==> config.mk <==
export PLATFORM = sky130hd
export DESIGN_NAME = flash_self_program_sequencer
export DESIGN_NICKNAME = d
export VERILOG_FILES = /design/src/inc/flash_selfprog_pkg.sv /design/src/rtl/flash_self_program_sequencer.sv /design/src/rtl/selfprog_arm_window.sv /design/src/rtl/selfprog_page_buffer.sv
export SDC_FILE = /design/constraint.sdc
export NUM_CORES = 1
export LEC_CHECK = 0
export BUFFER_PORTS_ARGS = -buffer_cell sky130_fd_sc_hd__buf_2
export CAP_MARGIN = 20
export CORE_MARGIN = 4
export CORE_UTILIZATION = 45
export CTS_CLUSTER_SIZE = 16
export DETAILED_ROUTE_END_ITERATION = 16
export SETUP_SLACK_MARGIN = 0.5
export SLEW_MARGIN = 40
export SYNTH_ARGS = -nofsm -noshare
export SYNTH_HDL_FRONTEND = slang
export SYNTH_SLANG_ARGS = --single-unit
==> constraint.sdc <==
create_clock -name sys_clk -period 7.62 [get_ports sys_clk]
set_clock_uncertainty 0.1 [all_clocks]
set_input_delay 0 -clock sys_clk [delete_from_list [all_inputs] [get_ports sys_clk]]
set_output_delay 0 -clock sys_clk [all_outputs]
set_load 0.01 [all_outputs]
==> src/inc/flash_selfprog_pkg.sv <==
// Constants shared by the flash self-programming sequencer and its helpers.
// Assumes a single 100 MHz system clock and byte-wide CPU registers.
`default_nettype none

package flash_selfprog_pkg;

  // ==========================================================
  // Control and status register fields
  localparam int CTRL_ENABLE_POS = 0;
  localparam int CTRL_ERASE_POS = 1;
  localparam int CTRL_WRITE_POS = 2;
  localparam int CTRL_LOCK_POS = 3;
  localparam int CTRL_REENABLE_POS = 4;
  localparam int CTRL_BUSY_POS = 6;
  localparam int CTRL_INT_EN_POS = 7;
  localparam logic [4:0] CTRL_CMD_RESET = 5'h00;
  localparam logic CTRL_INT_EN_RESET = 1'b0;
  localparam logic CTRL_BUSY_RESET = 1'b0;

  // ==========================================================
  // Command patterns in the low five control bits
  localparam logic [4:0] CMD_LOAD = 5'h01;
  localparam logic [4:0] CMD_ERASE = 5'h03;
  localparam logic [4:0] CMD_WRITE = 5'h05;
  localparam logic [4:0] CMD_LOCK = 5'h09;
  localparam logic [4:0] CMD_REENABLE = 5'h11;

  // ==========================================================
  // Address layout
  localparam int PROG_SPACE_KB = 64;
  localparam int EXT_BOUNDARY_KB = 64;
  localparam bit HAS_EXTENSION = PROG_SPACE_KB > EXT_BOUNDARY_KB;
  localparam int ADDR_W = 24;
  localparam int WORD_LSB = 1;
  localparam int WORD_MSB = 5;
  localparam int WORD_W = 5;
  localparam int PAGE_LSB = 6;
  localparam int PAGE_W = 18;
  localparam int PAGE_WORDS = 32;
  localparam logic [PAGE_W-1:0] STALL_FIRST_PAGE = 18'h003c0;
  localparam int LOCK_W = 6;
  localparam logic [7:0] BLOCKED_READ_BYTE = 8'hff;

  // ==========================================================
  // Timing
  localparam logic [2:0] ARM_CYCLES = 3'h4;
  localparam longint CLK_PERIOD_NS = 10;
  localparam longint OP_TIME_MIN_NS = 3200000;
  localparam longint OP_TIME_MAX_NS = 3400000;
  localparam int OP_CYCLES = int'((OP_TIME_MIN_NS + CLK_PERIOD_NS - 1) / CLK_PERIOD_NS);
  localparam int OP_CYCLES_MAX = int'(OP_TIME_MAX_NS / CLK_PERIOD_NS);
  localparam int TIMER_W = 19;

  typedef enum logic [1:0] {OP_IDLE, OP_ERASING, OP_WRITING, OP_LOCKING} op_type;

endpackage : flash_selfprog_pkg

`default_nettype wire

==> src/rtl/flash_self_program_sequencer.sv <==
// Flash self-programming sequencer: control register, arming, erase,
// page write, lock setting, buffer loading and program-memory byte reads.
// Assumes the CPU presents its pointer and data registers as levels and
// store/load instructions as one-cycle pulses on sys_clk.
`default_nettype none

module flash_self_program_sequencer
  import flash_selfprog_pkg::*;
#(
  parameter int OP_CYCLES_P = OP_CYCLES
)
(
  // Clock and reset
  input wire logic sys_clk,
  input wire logic rst_n,
  // Control and status register
  input wire logic ctrl_wr,
  input wire logic [7:0] ctrl_wdata,
  output logic [7:0] ctrl_rdata,
  // CPU pointer and data registers
  input wire logic [7:0] flash_pointer_low,
  input wire logic [7:0] flash_pointer_high,
  input wire logic [7:0] flash_pointer_extension,
  input wire logic [7:0] data_reg_low,
  input wire logic [7:0] data_reg_high,
  // CPU instruction strobes
  input wire logic store_program_op,
  input wire logic load_program_op,
  output logic [7:0] load_data,
  output logic load_valid,
  output logic cpu_stall,
  output logic selfprog_irq,
  // EEPROM interlock
  input wire logic eeprom_write_active,
  output logic fuse_lock_read_ok,
  // Flash array side
  output logic array_read_req,
  output logic [ADDR_W-2:0] array_read_addr,
  input wire logic [15:0] array_read_word,
  output logic concurrent_read_blocked,
  output logic array_erase_req,
  output logic array_write_req,
  output logic array_lock_req,
  output logic [PAGE_W-1:0] array_page,
  output logic [LOCK_W-1:0] array_lock_mask,
  input wire logic [WORD_W-1:0] array_buf_idx,
  output logic [15:0] array_buf_word
);

  typedef struct packed {
    logic [4:0] cmd;
    logic int_en;
    logic busy;
    op_type op;
    logic [TIMER_W-1:0] timer;
    logic [PAGE_W-1:0] page;
    logic stall_region;
    logic [LOCK_W-1:0] lock_mask;
    logic erase_req;
    logic write_req;
    logic lock_req;
    logic read_req;
    logic [ADDR_W-2:0] read_addr;
    logic read_wait;
    logic read_refused;
    logic read_hi;
    logic [7:0] load_data;
    logic load_valid;
    logic fuse_ok;
  } seq_state_type;

  seq_state_type s_q;
  seq_state_type s_d;

  logic [ADDR_W-1:0] z_addr;
  logic [7:0] ext_eff;
  logic [PAGE_W-1:0] z_page;
  logic ctrl_accept;
  logic arm;
  logic fire;
  logic window_open;
  logic expire;
  logic buf_load;
  logic buf_clear;
  logic buf_any;

  // ==========================================================
  // Address formation
  // extension byte optional
  generate
    if (HAS_EXTENSION)
    begin : g_ext
      assign ext_eff = flash_pointer_extension;
    end
    else
    begin : g_no_ext
      assign ext_eff = 8'h00;
    end
  endgenerate

  assign z_addr = {ext_eff, flash_pointer_high, flash_pointer_low};
  assign z_page = z_addr[ADDR_W-1:PAGE_LSB];

  // ==========================================================
  // Arming
  // refuse during EEPROM write
  assign ctrl_accept = ctrl_wr && !eeprom_write_active && (s_q.op == OP_IDLE);
  assign arm = ctrl_accept && ctrl_wdata[CTRL_ENABLE_POS];
  assign fire = store_program_op && window_open && (s_q.op == OP_IDLE) && !eeprom_write_active;

  selfprog_arm_window u_window (
    .sys_clk(sys_clk),
    .rst_n(rst_n),
    .arm(arm),
    .fire(fire),
    .window_open(window_open),
    .expire(expire)
  );

  assign buf_load = fire && (s_q.cmd == CMD_LOAD);

  selfprog_page_buffer u_buffer (
    .sys_clk(sys_clk),
    .rst_n(rst_n),
    .load(buf_load),
    .load_idx(z_addr[WORD_MSB:WORD_LSB]),
    .load_word({data_reg_high, data_reg_low}),
    .clear(buf_clear),
    .any_loaded(buf_any),
    .rd_idx(array_buf_idx),
    .rd_word(array_buf_word)
  );

  // ==========================================================
  // Sequencer
  always_comb
  begin
    s_d = s_q;
    buf_clear = 1'b0;
    s_d.erase_req = 1'b0;
    s_d.write_req = 1'b0;
    s_d.lock_req = 1'b0;
    s_d.read_req = 1'b0;
    s_d.read_wait = s_q.read_req;
    s_d.load_valid = 1'b0;
    s_d.fuse_ok = !eeprom_write_active;

    if (ctrl_wr)
    begin
      s_d.int_en = ctrl_wdata[CTRL_INT_EN_POS];
    end
    if (ctrl_accept)
    begin
      s_d.cmd = ctrl_wdata[4:0];
      if (ctrl_wdata[4:0] == CMD_REENABLE)
      begin
        s_d.busy = 1'b0;
        buf_clear = 1'b1;
      end
    end

    if (expire)
    begin
      s_d.cmd = CTRL_CMD_RESET;
    end

    if (fire)
    begin
      case (s_q.cmd)
        CMD_ERASE:
        begin
          s_d.op = OP_ERASING;
          s_d.page = z_page;
          s_d.stall_region = z_page >= STALL_FIRST_PAGE;
          s_d.erase_req = 1'b1;
          s_d.busy = 1'b1;
          s_d.timer = TIMER_W'(OP_CYCLES_P - 1);
        end
        CMD_WRITE:
        begin
          s_d.op = OP_WRITING;
          s_d.page = z_page;
          s_d.stall_region = z_page >= STALL_FIRST_PAGE;
          s_d.write_req = 1'b1;
          s_d.busy = 1'b1;
          s_d.timer = TIMER_W'(OP_CYCLES_P - 1);
        end
        CMD_LOCK:
        begin
          s_d.op = OP_LOCKING;
          s_d.lock_mask = ~data_reg_low[LOCK_W-1:0];
          s_d.lock_req = 1'b1;
          s_d.stall_region = 1'b0;
          s_d.timer = TIMER_W'(OP_CYCLES_P - 1);
        end
        default:
        begin
          s_d.cmd = CTRL_CMD_RESET;
        end
      endcase
    end

    if (s_q.op != OP_IDLE)
    begin
      if (s_q.timer == '0)
      begin
        s_d.op = OP_IDLE;
        s_d.cmd = CTRL_CMD_RESET;
        s_d.stall_region = 1'b0;
        if (s_q.op == OP_WRITING)
        begin
          buf_clear = 1'b1;
        end
      end
      else
      begin
        s_d.timer = s_q.timer - TIMER_W'(1);
      end
    end

    if (eeprom_write_active && buf_any)
    begin
      buf_clear = 1'b1;
    end

    if (load_program_op)
    begin
      s_d.read_addr = z_addr[ADDR_W-1:1];
      s_d.read_hi = z_addr[0];
      s_d.read_refused = s_q.busy && (z_page < STALL_FIRST_PAGE);
      s_d.read_req = 1'b1;
    end
    if (s_q.read_wait)
    begin
      s_d.load_valid = 1'b1;
      if (s_q.read_refused)
      begin
        s_d.load_data = BLOCKED_READ_BYTE;
      end
      else if (s_q.read_hi)
      begin
        s_d.load_data = array_read_word[15:8];
      end
      else
      begin
        s_d.load_data = array_read_word[7:0];
      end
    end
  end

  always_ff @(posedge sys_clk)
  begin
    if (!rst_n)
    begin
      s_q <= '0;
      s_q.cmd <= CTRL_CMD_RESET;
      s_q.int_en <= CTRL_INT_EN_RESET;
      s_q.busy <= CTRL_BUSY_RESET;
      s_q.op <= OP_IDLE;
    end
    else
    begin
      s_q <= s_d;
    end
  end

  // ==========================================================
  // Outputs
  always_comb
  begin
    ctrl_rdata = 8'h00;
    ctrl_rdata[4:0] = s_q.cmd;
    ctrl_rdata[CTRL_BUSY_POS] = s_q.busy;
    ctrl_rdata[CTRL_INT_EN_POS] = s_q.int_en;
  end

  assign selfprog_irq = s_q.int_en && !s_q.cmd[CTRL_ENABLE_POS];

  assign cpu_stall = (s_q.op == OP_ERASING || s_q.op == OP_WRITING) && s_q.stall_region;

  assign concurrent_read_blocked = s_q.busy;

  assign array_read_req = s_q.read_req && !s_q.read_refused;
  assign array_read_addr = s_q.read_addr;
  assign load_data = s_q.load_data;
  assign load_valid = s_q.load_valid;
  assign fuse_lock_read_ok = s_q.fuse_ok;
  assign array_erase_req = s_q.erase_req;
  assign array_write_req = s_q.write_req;
  assign array_lock_req = s_q.lock_req;
  assign array_page = s_q.page;
  assign array_lock_mask = s_q.lock_mask;

endmodule : flash_self_program_sequencer

`default_nettype wire

==> src/rtl/selfprog_arm_window.sv <==
// Four-cycle arming window opened by a control write.
// Assumes arm and fire are one-cycle pulses on sys_clk.
`default_nettype none

module selfprog_arm_window
  import flash_selfprog_pkg::*;
(
  // Clock and reset
  input wire logic sys_clk,
  input wire logic rst_n,
  // Window control
  input wire logic arm,
  input wire logic fire,
  output logic window_open,
  output logic expire
);

  typedef struct packed {
    logic [2:0] cnt;
  } win_state_type;

  win_state_type s_q;
  win_state_type s_d;

  // ==========================================================
  // Countdown
  always_comb
  begin
    s_d = s_q;
    if (arm)
    begin
      s_d.cnt = ARM_CYCLES;
    end
    else if (fire)
    begin
      s_d.cnt = 3'h0;
    end
    else if (s_q.cnt != 3'h0)
    begin
      s_d.cnt = s_q.cnt - 3'h1;
    end
  end

  always_ff @(posedge sys_clk)
  begin
    if (!rst_n)
    begin
      s_q <= '0;
    end
    else
    begin
      s_q <= s_d;
    end
  end

  assign window_open = s_q.cnt != 3'h0;
  assign expire = (s_q.cnt == 3'h1) && !fire && !arm;

endmodule : selfprog_arm_window

`default_nettype wire

==> src/rtl/selfprog_page_buffer.sv <==
// Temporary page buffer with per-word loaded flags.
// Assumes the flash array reads it through rd_idx during a page write.
`default_nettype none

module selfprog_page_buffer
  import flash_selfprog_pkg::*;
(
  // Clock and reset
  input wire logic sys_clk,
  input wire logic rst_n,
  // Loading
  input wire logic load,
  input wire logic [WORD_W-1:0] load_idx,
  input wire logic [15:0] load_word,
  input wire logic clear,
  output logic any_loaded,
  // Array side read port
  input wire logic [WORD_W-1:0] rd_idx,
  output logic [15:0] rd_word
);

  typedef struct packed {
    logic [PAGE_WORDS-1:0][15:0] mem;
    logic [PAGE_WORDS-1:0] loaded;
    logic [15:0] rd_word;
  } buf_state_type;

  buf_state_type s_q;
  buf_state_type s_d;

  // ==========================================================
  // Storage
  always_comb
  begin
    s_d = s_q;
    s_d.rd_word = s_q.mem[rd_idx];
    if (clear)
    begin
      s_d.loaded = '0;
      s_d.mem = '0;
    end
    // one load per slot
    // A load in the clearing cycle wins
    if (load && (clear || !s_q.loaded[load_idx]))
    begin
      s_d.mem[load_idx] = load_word;
      s_d.loaded[load_idx] = 1'b1;
    end
  end

  always_ff @(posedge sys_clk)
  begin
    if (!rst_n)
    begin
      s_q <= '0;
    end
    else
    begin
      s_q <= s_d;
    end
  end

  assign any_loaded = |s_q.loaded;
  assign rd_word = s_q.rd_word;

endmodule : selfprog_page_buffer

`default_nettype wire

==> impl_results.md <==
- Area share of the largest cell type after synthesis: 0.452
- Die ar.: 67100 µm²
- WL final: 77800 µm
- Async SR Flop Fraction: 0
- First-pass DRT Iterations: 5
- Max stage delay on crit path: 0.62 ns
- Crit-path most repeated cell: buf_4
- Num CTS Buffers: 73
- Tcrit/Tclk final: 0.527
- Max Transition Viols Final: 0
- Synth Instances: 2635
- Area delta synth->final: 14.5%
- Die W: 259 µm
- Hold Path Sink: u_buffer.s_q[175]
- Post-cts sizing count: 0
- Port Buffer Count: 135
- Endpoints failing setup: 0
- Gp weighted congestion: 0.794
- DPL Wire Length: 47500 µm
- Synth cell types: 55
- PwrDens: 230 nW/µm²
- Mapped cell area: 28300 µm²
- Clk_lat worst skew: 0.61 ns
- IO Pins: 163
- Die Y-Extent: 259 µm
- WS Path Type: reg -> reg
- Total power: 7.48 mW
- R2R setup slack: 3.61 ns
- Most frequent cells in the layout: dfxtp_1, nand2_1, mux2i_1
- First-pass GRT wire length: 118000 µm
- Fin cells: 3532
- DR iter-0 viols: 1656
- DRT antenna net count: 0
- Crit path arrival time: 4.36 ns
- Post-synthesis register bit count: 640
- Fin nets: 2717
- EDFF count, synth: 0
- Leakage: 15.2 nW
- Gr ovfl total: 0
- CP Buf/Inv Count: 3
- CP top delay family: compound AO/OA/AOI/OAI gates
- Wirelength per Cell: 22.0 µm
- Cells along the critical path: inv_1, ha_1, nor2b_1, nand4_1, o41ai_4, or3b_2, buf_4, o2111ai_4, buf_4, mux2i_1
- RSZ-0062 raised after global routing: false
- Hold Startpoint: data_reg_high[7]
- Prevailing post-synth register cell: dfxtp_1
- Worst Hold Path Cells: 3
- Max Cap Viol: 0
- Vias/cell: 5.58
- Reg2reg start: s_q[65]
- # DRC: 0
- Min-Delay Path Class: in -> reg
- Worst reg2reg path endpoint: u_buffer.s_q[94]
- Vias in the first global route: 19913
- H-Tree Level Count: 3
- Fmax: 0.249 GHz
- Row count: 91
- Vias: 19699
- Root Driver: clkbuf_16
- Clock Pin Slew Worst Setup and Hold Paths: 0.06 ns
- Required time of the critical path: 7.97 ns
- Leading post-synthesis cells by cell area: dfxtp_1, mux2i_1, mux4_2
- Core Region: 62100 µm²
- CP max-delay cell: buf_4
- Final setup TNS: 0 ns
- Share of cells above drive strength 1: 0.205
- Critical-path maximum fanout: 32
- Syn avg cell area: 10.8 µm²
- CTS Sinks: 640
- Min cycle time layout: 4.01 ns
- Worst Max-Slew Pin Slew: 0.876 ns
- Crit end category: register
- Commonest non-fill, non-tap cell in the layout: dfxtp_1
- Placed Cells: 3340
- GRT Total Usage: 0.227
- Hold violation total from the final report: 0
- Slew HR: 0.416
- R2R cell count: 10
- CTS tree: yes
- Synth area leader: dfxtp_1
- Seq/Total Area, Yosys: 0.452
- Yosys synthesis warning count: 0
- Largest net degree at the start of global routing: 139
- Max Root-Sink Buffers: 3
- Antenna violations before repair: 1
- Hold_buf cts: 58
- CP startpoint kind: register
- Final worst slack: 3.61 ns
- DP Worst Slack: 3.62 ns
- Post-CTS Setup Inserts: 0
- Initial Util: 0.457
- Max VDD drop: 168 µV
- Status: complete, no violations
==> logic make-up (layout without fill, tap and decap cells) <==
group,after synthesis,in the layout,synth area share
AOI/OAI and AO/OA,126,126,0.0307
xor gates and xnor gates,10,10,0.00309
adders and majority gates,6,6,0.00265
buffers and inverters,343,386,0.0673
DFF,640,640,0.452
muxes,740,740,0.334
other,1,18,0.000132
and+or+nand+nor,769,769,0.110
==> where the power goes <==
group	total [mW]	switching (mW)	internal (mW)
sequential	3.38	0.0175	3.37
clock	3.65	1.42	2.23
combinational	0.451	0.300	0.151
total	7.48	1.74	5.74
==> worst max path at each step <==
| stage | slack [ns] | startpoint | depth (start not counted) | endpoint |
|---|---|---|---|---|
| floorplan | 4.86 | s_q[84] | 13 | u_buffer.s_q[118] |
| global placement | 3.62 | s_q[84] | 10 | u_buffer.s_q[527] |
| detailed placement | 3.62 | s_q[84] | 10 | u_buffer.s_q[523] |
| global route | 3.45 | s_q[65] | 10 | u_buffer.s_q[94] |
| finish | 3.61 | s_q[65] | 10 | u_buffer.s_q[94] |
| CTS | 3.63 | s_q[65] | 10 | u_buffer.s_q[527] |
==> tightest hold or removal path: cells and delay by family <==
family	cells	cell delay [ns]
multiplexers	1	0.24
buffers and inverters	1	0.09
AND/OR/NAND/NOR	1	0.34
==> synthesized netlist by cell type (3+ instances only) <==
master and instances:
nor3b_1 4, nor4_1 21, nor3_1 15, nor2b_1 8, ha_1 6, nand4b_1 3
xnor2_1 5, buf_6 26, or2_2 3, nand3b_1 3, buf_1 19, buf_2 16
nor2_1 95, nand2_1 582, inv_1 9, xor2_1 5, nand4_1 6, and2_1 5
mux4_2 163, mux2i_1 563, clkbuf_1 164, a21oi_1 45, o21ai_0 11, o2111ai_1 24
buf_4 108, nand2b_1 10, mux2_2 14, a211oi_1 16, nand3_1 4, o22ai_1 10
a2111oi_0 3, dfxtp_1 640
==> cell type report <==
cell class | count | area [µm²]
fill | 5328 | 29600
multi-input combinational | 1668 | 14200
sequential | 640 | 12800
clock buffer | 102 | 2120
timing repair buffer | 243 | 1780
tap | 837 | 1050
clock inverter | 31 | 415
inverter | 10 | 38.8
antenna | 1 | 2.50
==> routing by layer <==
metal | vias to the layer above | track usage | share of wire
li1 | 9109 | - | -
met1 | 9921 | 0.301 | 0.44
met2 | 544 | 0.382 | 0.48
met3 | 125 | 0.0348 | 0.053
met4 | 0 | 0.0745 | 0.029
met5 | - | 0 | 0
==> state kept, by name, indices dropped and copies added, names as in the netlist <==
signal	cells
array_write_req	1
array_erase_req	1
concurrent_read_blocked	1
fuse_lock_read_ok	1
array_read_addr	15
u_window.s_q	3
s_q	25
u_buffer.s_q	544
u_buffer.rd_word	16
array_lock_mask	6
array_page	10
s_d	1
array_lock_req	1
load_data	8
load_valid	1
ctrl_rdata	6
==> through the flow <==
| step | instance area [µm²] | utilization | hold slack [ns] |
|---|---|---|---|
| global route | 32500 | 0.523 | 0.0588 |
| finish | 32500 | 0.523 | 0.0228 |
| detailed placement | 29300 | 0.473 | 0.114 |
| global placement | 29100 | 0.469 | 0.108 |
| CTS | 32500 | 0.523 | 0.00754 |
| floorplan | 28400 | - | -0.0276 |
Note: power is estimated with default switching activity, not from simulation.
